$ cat src/ahp_pkg.sv
// shared constants, state type and hex helpers of the ascii-hex frame parser
package ahp_pkg;

	// =====================================================================
	// link timing
	localparam int unsigned CLK_HZ    = 40_000_000;
	localparam int unsigned BAUD      = 9600;
	localparam int unsigned BIT_CYC   = CLK_HZ / BAUD;
	localparam int unsigned DATA_BITS = 8;
	localparam logic [3:0]  LAST_BIT  = 4'(DATA_BITS + 1);
	typedef logic [15:0] ahp_cnt_type;

	// =====================================================================
	// character codes
	localparam logic [7:0]  CHR_START = 8'h2A;
	localparam logic [7:0]  CHR_CR    = 8'h0D;
	localparam logic [7:0]  CHR_ACK   = 8'h5E;
	localparam logic [7:0]  CHR_X     = 8'h58;
	localparam logic [7:0]  CHR_DIG0  = 8'h30;
	localparam logic [7:0]  CHR_DIG9  = 8'h39;
	localparam logic [7:0]  CHR_LA    = 8'h61;
	localparam logic [7:0]  CHR_LF    = 8'h66;
	localparam logic [7:0]  ERR_SUM   = 8'hC0;
	localparam logic [15:0] STATION   = 16'h3030;

	// =====================================================================
	// frame positions, counted after the start character; reply positions count the start character as 0
	localparam logic [3:0]  POS_CMD    = 4'h2;
	localparam logic [3:0]  POS_VAL    = 4'h4;
	localparam logic [3:0]  POS_SUM    = 4'hC;
	localparam logic [3:0]  POS_CR     = 4'hE;
	localparam int unsigned VAL_CHARS  = 8;
	localparam logic [3:0]  REP_VAL_LO = 4'h8;
	localparam logic [3:0]  REP_SUM_HI = 4'h9;
	localparam logic [3:0]  REP_SUM_LO = 4'hA;
	localparam logic [3:0]  REP_LAST   = 4'hB;

	typedef enum logic [1:0] {ST_HUNT, ST_RECV, ST_WAIT, ST_SEND} ahp_state_type;

	// {ok, nibble}; upper-case letters are not digits here
	function automatic logic [4:0] hex_val(input logic [7:0] c);
		if (c >= CHR_DIG0 && c <= CHR_DIG9) return {1'b1, c[3:0]};
		if (c >= CHR_LA && c <= CHR_LF) return {1'b1, 4'(c[3:0] + 4'h9)};
		return 5'h00;
	endfunction : hex_val

	function automatic logic [7:0] hex_chr(input logic [3:0] n);
		if (n < 4'hA) return 8'(CHR_DIG0 + {4'h0, n});
		return 8'(CHR_LA + {4'h0, n} - 8'h0A);
	endfunction : hex_chr

endpackage : ahp_pkg

$ cat src/ahp_byte_if.sv
// byte stream carrier between the parser and its serial ends
interface ahp_byte_if;
	logic       valid;
	logic       ready;
	logic [7:0] data;

	modport src (output valid, output data, input ready);
	modport snk (input valid, input data, output ready);
endinterface : ahp_byte_if

$ cat src/ahp_parser.sv
// ascii-hex command frame parser: station check, checksum and framed reply
// =========================================================================
module ahp_parser #(
	parameter int unsigned BIT_CYCLES = ahp_pkg::BIT_CYC
) (
	input  wire logic        clk_sys,
	input  wire logic        rstn,
	input  wire logic        rxd,
	output wire logic        txd,
	output wire logic        cmd_valid,
	output wire logic [7:0]  cmd_code,
	output wire logic [31:0] cmd_value,
	output wire logic        sum_err,
	input  wire logic        rsp_valid,
	input  wire logic        rsp_write,
	input  wire logic [31:0] rsp_value
);
	import ahp_pkg::*;

	logic          rxd_m_r;
	logic          rxd_s_r;
	ahp_state_type state_r;
	logic [3:0]    idx_r;
	logic [7:0]    sum_r;
	logic [7:0]    rx_sum_r;
	logic [7:0]    code_r;
	logic [15:0]   addr_r;
	logic [31:0]   val_r;
	logic          bad_r;
	logic [31:0]   rep_val_r;
	logic          rep_err_r;
	logic [3:0]    rep_idx_r;
	logic          tx_valid_r;
	logic [7:0]    tx_data_r;
	logic          cmd_valid_r;
	logic [7:0]    cmd_code_r;
	logic [31:0]   cmd_value_r;
	logic          sum_err_r;
	logic          rx_fire;
	logic          got_start;
	logic          in_frame;
	logic          eval;
	logic          addr_ok;
	logic          sum_ok;
	logic          tx_take;
	logic [4:0]    hv;
	logic [7:0]    rep_sum;
	logic [7:0]    out_sum;
	logic [31:0]   rep_shv;
	logic [7:0]    rep_chr;

	ahp_byte_if rx_bus ();
	ahp_byte_if tx_bus ();

	function automatic logic [7:0] val_sum(input logic [31:0] v);
		logic [7:0] s;
		s = 8'h00;
		for (int i = 0; i < VAL_CHARS; i++) begin
			s = 8'(s + hex_chr(v[4*i +: 4]));
		end
		return s;
	endfunction : val_sum

	// =========================================================================
	// serial ends
	always_ff @(posedge clk_sys or negedge rstn) begin : sync
		if (!rstn) begin
			rxd_m_r <= 1'b1;
			rxd_s_r <= 1'b1;
		end else begin
			rxd_m_r <= rxd;
			rxd_s_r <= rxd_m_r;
		end
	end

	ahp_uart_rx #(.BIT_CYCLES(BIT_CYCLES)) u_rx (
		.clk_sys (clk_sys),
		.rstn    (rstn),
		.rxd_s   (rxd_s_r),
		.out     (rx_bus)
	);

	ahp_uart_tx #(.BIT_CYCLES(BIT_CYCLES)) u_tx (
		.clk_sys (clk_sys),
		.rstn    (rstn),
		.in      (tx_bus),
		.txd     (txd)
	);

	// the parser absorbs a character every cycle, so no back-pressure
	assign rx_bus.ready = 1'b1;

	// =========================================================================
	// frame reception
	assign rx_fire   = rx_bus.valid && rx_bus.ready;
	assign got_start = rx_fire && rx_bus.data == CHR_START;
	assign in_frame  = rx_fire && state_r == ST_RECV;
	assign hv        = hex_val(rx_bus.data);
	assign eval      = in_frame && idx_r == POS_CR && rx_bus.data == CHR_CR;
	assign addr_ok   = addr_r == STATION;
	assign sum_ok    = !bad_r && rx_sum_r == sum_r;

	always_ff @(posedge clk_sys or negedge rstn) begin : capture
		if (!rstn) begin
			idx_r    <= 4'h0;
			sum_r    <= 8'h00;
			bad_r    <= 1'b0;
			addr_r   <= 16'h0000;
			code_r   <= 8'h00;
			val_r    <= 32'h00000000;
			rx_sum_r <= 8'h00;
		end else if (got_start) begin
			idx_r <= 4'h0;
			sum_r <= 8'h00;
			bad_r <= 1'b0;
		end else if (in_frame && idx_r != POS_CR) begin
			idx_r <= idx_r + 4'h1;
			if (idx_r < POS_SUM) begin
				sum_r <= 8'(sum_r + rx_bus.data);
			end
			if (idx_r >= POS_CMD && !hv[4]) begin
				bad_r <= 1'b1;
			end
			if (idx_r < POS_CMD) begin
				addr_r <= {addr_r[7:0], rx_bus.data};
			end else if (idx_r < POS_VAL) begin
				code_r <= {code_r[3:0], hv[3:0]};
			end else if (idx_r < POS_SUM) begin
				val_r <= {val_r[27:0], hv[3:0]};
			end else begin
				rx_sum_r <= {rx_sum_r[3:0], hv[3:0]};
			end
		end
	end

	// =========================================================================
	// sequencing
	always_ff @(posedge clk_sys or negedge rstn) begin : fsm
		if (!rstn) begin
			state_r <= ST_HUNT;
		end else if (got_start) begin
			state_r <= ST_RECV;
		end else begin
			unique case (state_r)
				ST_HUNT: begin
					state_r <= ST_HUNT;
				end
				ST_RECV: begin
					if (eval) begin
						// other stations stay silent, even on a bad checksum
						state_r <= !addr_ok ? ST_HUNT : (sum_ok ? ST_WAIT : ST_SEND);
					end else if (in_frame && (idx_r == POS_CR || rx_bus.data == CHR_CR)) begin
						state_r <= ST_HUNT;
					end
				end
				ST_WAIT: begin
					if (rsp_valid) begin
						state_r <= ST_SEND;
					end
				end
				ST_SEND: begin
					if (tx_take && rep_idx_r == REP_LAST) begin
						state_r <= ST_HUNT;
					end
				end
			endcase
		end
	end

	// =========================================================================
	// command hand-off
	always_ff @(posedge clk_sys or negedge rstn) begin : command
		if (!rstn) begin
			cmd_valid_r <= 1'b0;
			cmd_code_r  <= 8'h00;
			cmd_value_r <= 32'h00000000;
			sum_err_r   <= 1'b0;
		end else begin
			cmd_valid_r <= eval && addr_ok && sum_ok;
			sum_err_r   <= eval && addr_ok && !sum_ok;
			if (eval && addr_ok && sum_ok) begin
				cmd_code_r  <= code_r;
				cmd_value_r <= val_r;
			end
		end
	end

	assign cmd_valid = cmd_valid_r;
	assign cmd_code  = cmd_code_r;
	assign cmd_value = cmd_value_r;
	assign sum_err   = sum_err_r;

	// =========================================================================
	// reply
	always_ff @(posedge clk_sys or negedge rstn) begin : reply
		if (!rstn) begin
			rep_val_r <= 32'h00000000;
			rep_err_r <= 1'b0;
			rep_idx_r <= 4'h0;
		end else if (eval && addr_ok) begin
			rep_err_r <= !sum_ok;
			rep_idx_r <= 4'h0;
		end else if (state_r == ST_WAIT && rsp_valid) begin
			rep_val_r <= rsp_write ? val_r : rsp_value;
		end else if (tx_take) begin
			rep_idx_r <= rep_idx_r + 4'h1;
		end
	end

	assign rep_sum = val_sum(rep_val_r);
	assign out_sum = rep_err_r ? ERR_SUM : rep_sum;
	assign rep_shv = rep_val_r >> {4'(REP_VAL_LO - rep_idx_r), 2'b00};

	always_comb begin
		rep_chr = CHR_ACK;
		if (rep_idx_r == 4'h0) begin
			rep_chr = CHR_START;
		end else if (rep_idx_r < REP_SUM_HI) begin
			rep_chr = rep_err_r ? CHR_X : hex_chr(rep_shv[3:0]);
		end else if (rep_idx_r == REP_SUM_HI) begin
			rep_chr = hex_chr(out_sum[7:4]);
		end else if (rep_idx_r == REP_SUM_LO) begin
			rep_chr = hex_chr(out_sum[3:0]);
		end
	end

	// one character in flight at a time; the tx end stalls us through ready
	assign tx_take = state_r == ST_SEND && !tx_valid_r && tx_bus.ready;

	always_ff @(posedge clk_sys or negedge rstn) begin : tx_feed
		if (!rstn) begin
			tx_valid_r <= 1'b0;
			tx_data_r  <= 8'h00;
		end else begin
			tx_valid_r <= tx_take;
			if (tx_take) begin
				tx_data_r <= rep_chr;
			end
		end
	end

	assign tx_bus.valid = tx_valid_r;
	assign tx_bus.data  = tx_data_r;
endmodule : ahp_parser

$ cat src/ahp_uart_rx.sv
// serial receiver: start, eight data bits lsb first, one stop bit
module ahp_uart_rx #(
	parameter int unsigned BIT_CYCLES = ahp_pkg::BIT_CYC
) (
	input  wire logic clk_sys,
	input  wire logic rstn,
	input  wire logic rxd_s,
	ahp_byte_if.src   out
);
	import ahp_pkg::*;

	localparam ahp_cnt_type FULL = ahp_cnt_type'(BIT_CYCLES - 1);
	localparam ahp_cnt_type HALF = ahp_cnt_type'(BIT_CYCLES / 2 - 1);

	logic        busy_r;
	ahp_cnt_type cnt_r;
	logic [3:0]  bit_r;
	logic [7:0]  shf_r;
	logic        valid_r;
	logic [7:0]  data_r;
	logic        stop_ok;

	// =====================================================================
	// bit timing, sampling at mid-bit
	assign stop_ok = busy_r && cnt_r == 16'h0000 && bit_r == LAST_BIT && rxd_s;

	always_ff @(posedge clk_sys or negedge rstn) begin : frame
		if (!rstn) begin
			busy_r <= 1'b0;
			cnt_r  <= 16'h0000;
			bit_r  <= 4'h0;
			shf_r  <= 8'h00;
		end else if (!busy_r) begin
			if (!rxd_s) begin
				busy_r <= 1'b1;
				cnt_r  <= HALF;
				bit_r  <= 4'h0;
			end
		end else if (cnt_r != 16'h0000) begin
			cnt_r <= cnt_r - 16'h0001;
		end else begin
			cnt_r <= FULL;
			bit_r <= bit_r + 4'h1;
			// a start edge that is gone by mid-bit was a glitch
			if (bit_r == 4'h0) begin
				busy_r <= !rxd_s;
			end else if (bit_r == LAST_BIT) begin
				busy_r <= 1'b0;
			end else begin
				shf_r <= {rxd_s, shf_r[7:1]};
			end
		end
	end

	// =====================================================================
	// delivery; a byte with a low stop bit is dropped
	always_ff @(posedge clk_sys or negedge rstn) begin : deliver
		if (!rstn) begin
			valid_r <= 1'b0;
			data_r  <= 8'h00;
		end else if (stop_ok) begin
			valid_r <= 1'b1;
			data_r  <= shf_r;
		end else if (out.ready) begin
			valid_r <= 1'b0;
		end
	end

	assign out.valid = valid_r;
	assign out.data  = data_r;

endmodule : ahp_uart_rx

$ cat src/ahp_uart_tx.sv
// serial transmitter: start, eight data bits lsb first, one stop bit
module ahp_uart_tx #(
	parameter int unsigned BIT_CYCLES = ahp_pkg::BIT_CYC
) (
	input  wire logic clk_sys,
	input  wire logic rstn,
	ahp_byte_if.snk   in,
	output wire logic txd
);
	import ahp_pkg::*;

	localparam ahp_cnt_type FULL = ahp_cnt_type'(BIT_CYCLES - 1);

	ahp_cnt_type cnt_r;
	logic [3:0]  bit_r;
	logic [8:0]  shf_r;
	logic        ready_r;
	logic        txd_r;
	logic [15:0] busy_cnt_r;

	// =====================================================================
	// shifter
	always_ff @(posedge clk_sys or negedge rstn) begin : shift
		if (!rstn) begin
			ready_r <= 1'b1;
			txd_r   <= 1'b1;
			cnt_r   <= 16'h0000;
			bit_r   <= 4'h0;
			shf_r   <= 9'h1FF;
		end else if (ready_r) begin
			if (in.valid) begin
				ready_r <= 1'b0;
				txd_r   <= 1'b0;
				shf_r   <= {1'b1, in.data};
				cnt_r   <= FULL;
				bit_r   <= 4'h0;
			end
		end else if (cnt_r != 16'h0000) begin
			cnt_r <= cnt_r - 16'h0001;
		end else begin
			cnt_r <= FULL;
			if (bit_r == LAST_BIT) begin
				ready_r <= 1'b1;
			end else begin
				txd_r <= shf_r[0];
				shf_r <= {1'b1, shf_r[8:1]};
				bit_r <= bit_r + 4'h1;
			end
		end
	end

	assign in.ready = ready_r;
	assign txd      = txd_r;

	// =====================================================================
	// checks
	always_ff @(posedge clk_sys or negedge rstn) begin : busy_count
		if (!rstn) begin
			busy_cnt_r <= 16'h0000;
		end else if (ready_r && in.valid) begin
			busy_cnt_r <= 16'h0000;
		end else if (!ready_r) begin
			busy_cnt_r <= busy_cnt_r + 16'h0001;
		end
	end
endmodule : ahp_uart_tx
$ cat config.mk
export PLATFORM = sky130hd
export DESIGN_NAME = ahp_parser
export DESIGN_NICKNAME = d
export VERILOG_FILES = /design/src/ahp_pkg.sv /design/src/ahp_byte_if.sv /design/src/ahp_parser.sv /design/src/ahp_uart_rx.sv /design/src/ahp_uart_tx.sv
export SDC_FILE = /design/constraint.sdc
export NUM_CORES = 1
export LEC_CHECK = 0
export BUFFER_PORTS_ARGS = -buffer_cell sky130_fd_sc_hd__buf_2
export CORE_MARGIN = 10
export CORE_UTILIZATION = 36
export DETAILED_ROUTE_END_ITERATION = 7
export REMOVE_ABC_BUFFERS = 1
export SYNTH_ARGS = -nofsm -noshare
export SYNTH_HDL_FRONTEND = slang
export SYNTH_SLANG_ARGS = --single-unit
$ cat constraint.sdc
create_clock -name clk_sys -period 9.9 [get_ports clk_sys]
set_clock_uncertainty 0.05 [all_clocks]
set_input_delay 2.475 -clock clk_sys [delete_from_list [all_inputs] [get_ports clk_sys]]
set_output_delay 2.475 -clock clk_sys [all_outputs]
set_load 0.005 [all_outputs]
==> impl_metrics.yaml <==
outcome:
  outcome: "complete, no violations"
pwr:
  vdd_drop_max_uv: 122
  leakagePower_nw: 7.17
  powerDensity_mw_per_mm2: 138
clocking:
  cts_root_buf: "clkbuf_16"
  cts_max_path_buffers: 3
  cts_tree: "yes"
  hold_buffers: 0
  cts_setup_buffers: 0
  clk_latency_ns: 0.56
  cts.clk_slew.worst_paths_ns: 0.06
  cts.repair.resized: 0
  cts.sinks: 236
  cts_inserted_buffers: 27
  cts_max_level: 1
routing:
  routed_wl_um: 30800
  drt_iter0_drc: 589
  vias: 9766
  wire_per_inst_um: 16.1
  antenna_left: 0
  viasPerCell: 5.10
  first_pass_iters: 5
  drc: 0
final_layout:
  area_delta_synth_final_pct: 12.9
  final_cell_mix: "nand2_1 (261), dfrtp_1 (224), inv_1 (94), buf_2 (78), nor2_1 (71)"
  fill_cells: 3618
  nets: 1546
  drive_gt1_share_pct: 14.5
  final_common_cell: "nand2_1"
  stdcell_count: 1915
synth:
  synthFlopType: "dfrtp_1"
  synth_edf_count: 0
  syn-cell-area_sq_mm: 0.0133
  synth.area.top_cells: "dfrtp_1 (42%), nand2_1 (7.3%), fa_1 (6.0%)"
  synth_seq_area_share_pct: 44.4
  synth_top_area_share_pct: 42.0
  synth_cell_type_count: 82
  async_reset_ff_share_pct: 100
  synth_area_leader_cell: "dfrtp_1"
  ys_seq_elements: 236
  syn_inst: 1343
  yosys_warnings: 0
  syn_avg_cell_area_sq_um: 9.94
sta:
  min_period_over_period_pct: 54.8
  tightestPinTransition_ns: 1.13
  hold_slack_ns: 0.306
  setup_viol: 0
  fmax_mhz: 184
  period_needed_ns: 5.43
  rsz0062_at_grt: "false"
  hold_viol: 0
  slew_headroom_pct: 24.4
  setup_tns_ns: 0
  slew_viol_final: 0
placed_design:
  hpwl_um: 22700
  dp.cells: 1860
  gp_congestion: 0.852
  portBuffers: 79
floorplanning:
  ioPinCount: 80
  die_x_um: 213
  initial_core_util_pct: 36.4
  rows: 70
  fp.dieArea_sq_mm: 0.0452
  core-area_sq_mm: 0.0366
  die-height_um: 213
grt:
  grt_antenna_before_repair: 6
  grt_first_pass_wirelength_um: 51500
  overflow: 0
  grt_start_max_net_pins: 86
  grt_usage_pct: 13.9
  grt_pass1_vias: 9668
critical_path:
  crit_slowest_cell: "fa_1"
  path_cells: "o21ai_0 -> a21oi_1 -> fa_1 -> inv_1 -> fa_1 -> fa_1 -> inv_1 -> fa_1 -> inv_1 -> ha_1 -> a211oi_1 -> or2_2 -> nand2_1 -> or2_2 -> ha_1 -> o21ai_0 -> nand4_1 -> a32o_1"
  critical_path.top_delay_family: "adder cells"
  cp.required_ns: 10.28
  crit_buf_inv: 3
  arrival_ns: 5.81
  critPathMaxStageDelay_ns: 0.56
  crit_path_start_kind: "flip-flop"
  end_kind: "flip-flop"
  critPathMaxFanout: 5
  worstSetupPathType: "flip-flop to flip-flop"
  crit_top_cell: "fa_1"
job:
  cap_violations: 0
min_path:
  hp-class: "flip-flop to flip-flop"
[per-stage QoR]
| step | setup slack (ns) | power (mW) | instance area (sq um) | util [%] |
|---|---|---|---|---|
| 2_1_floorplan | 4.85 | 1.07 | 13100 | - |
| 3_3_place_gp | 4.61 | 1.11 | 14200 | 38.8 |
| 3_5_place_dp | 4.46 | 1.11 | 14200 | 38.8 |
| 4_1_cts | 4.47 | 2.10 | 15100 | 41.1 |
| 5_1_grt | 4.03 | 2.15 | 15100 | 41.2 |
| 6_report | 4.47 | 2.07 | 15100 | 41.2 |
[final timing paths]
| check | from | endpoint | slack [ns] | depth (start not counted) |
|---|---|---|---|---|
| worst max-delay path | rep_val_r[14]$_DFFE_PN0P_ | tx_bus.data[4]$_DFFE_PN0P_ | 4.47 | 18 |
| worst min-delay path | rxd_m_r$_DFF_PN1_ | rxd_s_r$_DFF_PN1_ | 0.31 | 0 |
| worst max register to register | rep_val_r[14]$_DFFE_PN0P_ | tx_bus.data[4]$_DFFE_PN0P_ | 4.47 | 18 |
| worst min register to register | rxd_m_r$_DFF_PN1_ | rxd_s_r$_DFF_PN1_ | 0.31 | 0 |
| max in group asynchronous | rstn | u_rx.bit_r[1]$_DFFE_PN0P_ | 6.57 | 2 |
| min in group asynchronous | rstn | rx_sum_r[2]$_DFFE_PN0P_ | 1.82 | 1 |
[flip-flops by register name, indices dropped and copies added, names as in the netlist, 2 cells and up]
name,cells
addr_r,16
cmd_code,8
cmd_value,32
code_r,8
idx_r,4
rep_idx_r,4
rep_val_r,32
rx_sum_r,8
state_r,2
sum_r,8
tx_bus.data,7
u_rx.bit_r,4
u_rx.cnt_r,16
u_rx.out.data,8
u_rx.shf_r,8
u_tx.bit_r,4
u_tx.cnt_r,16
u_tx.shf_r,8
val_r,32
[worst register-to-register path: cells and delay by family (launching register included)]
kind | cells | cell delay (ns)
compound gates | 5 | 1.45
fa+ha+maj | 6 | 2.54
buf+inv | 3 | 0.14
flops | 1 | 0.42
simple gates | 4 | 0.70
[logic make-up after synthesis]
kind of cell             Yosys count  share of synthesized area, %
other                              1                        0.0281
AND/OR/NAND/NOR                  481                          16.8
AO/OA/AOI/OAI                    233                          10.3
flip-flops                       236                          44.4
adder cells (fa/ha/maj)           88                          10.5
buffers and inverters            140                          4.45
multiplexers                     120                          10.5
XOR/XNOR                          44                          3.05
[synth_stat cells (23+ instances only)]
library cell and number:
xnor2_1 27, nand2_1 261, nand3_1 25, o21ai_1 55, inv_1 94, mux2i_1 43
nor3_1 23, ha_1 48, fa_1 40, dfrtp_1 224, mux2_1 35, a21oi_1 53
mux2_2 34, nor2_1 71, o21ai_0 60
[area by class of cell]
class	instances	area [sq um]	area share [%]
Antenna cell	5	12.5	0.0830
Clock buffer	37	753	5.00
Clock inverter	13	114	0.756
Inverter	95	357	2.37
Multi-Input combinational cell	974	6860	45.5
Sequential cell	236	5920	39.3
Tap cell	468	586	3.89
Timing Repair Buffer	87	465	3.09
[report_power, final]
part           internal, mW  switching [mW]  total, mW
combinational        0.0506          0.0782      0.129
sequential            0.966        0.000555      0.966
clock                 0.562           0.415      0.977
total                  1.58           0.494       2.07
[routing by layer]
metal	part of all wire, %	global-route usage (%)	routed length, um
met5	0	0	0
met4	2.2	3.99	675
met3	3.4	1.77	1040
met2	47	22.2	14500
met1	47	19.4	14600
Power figures use the tool's default switching activity.
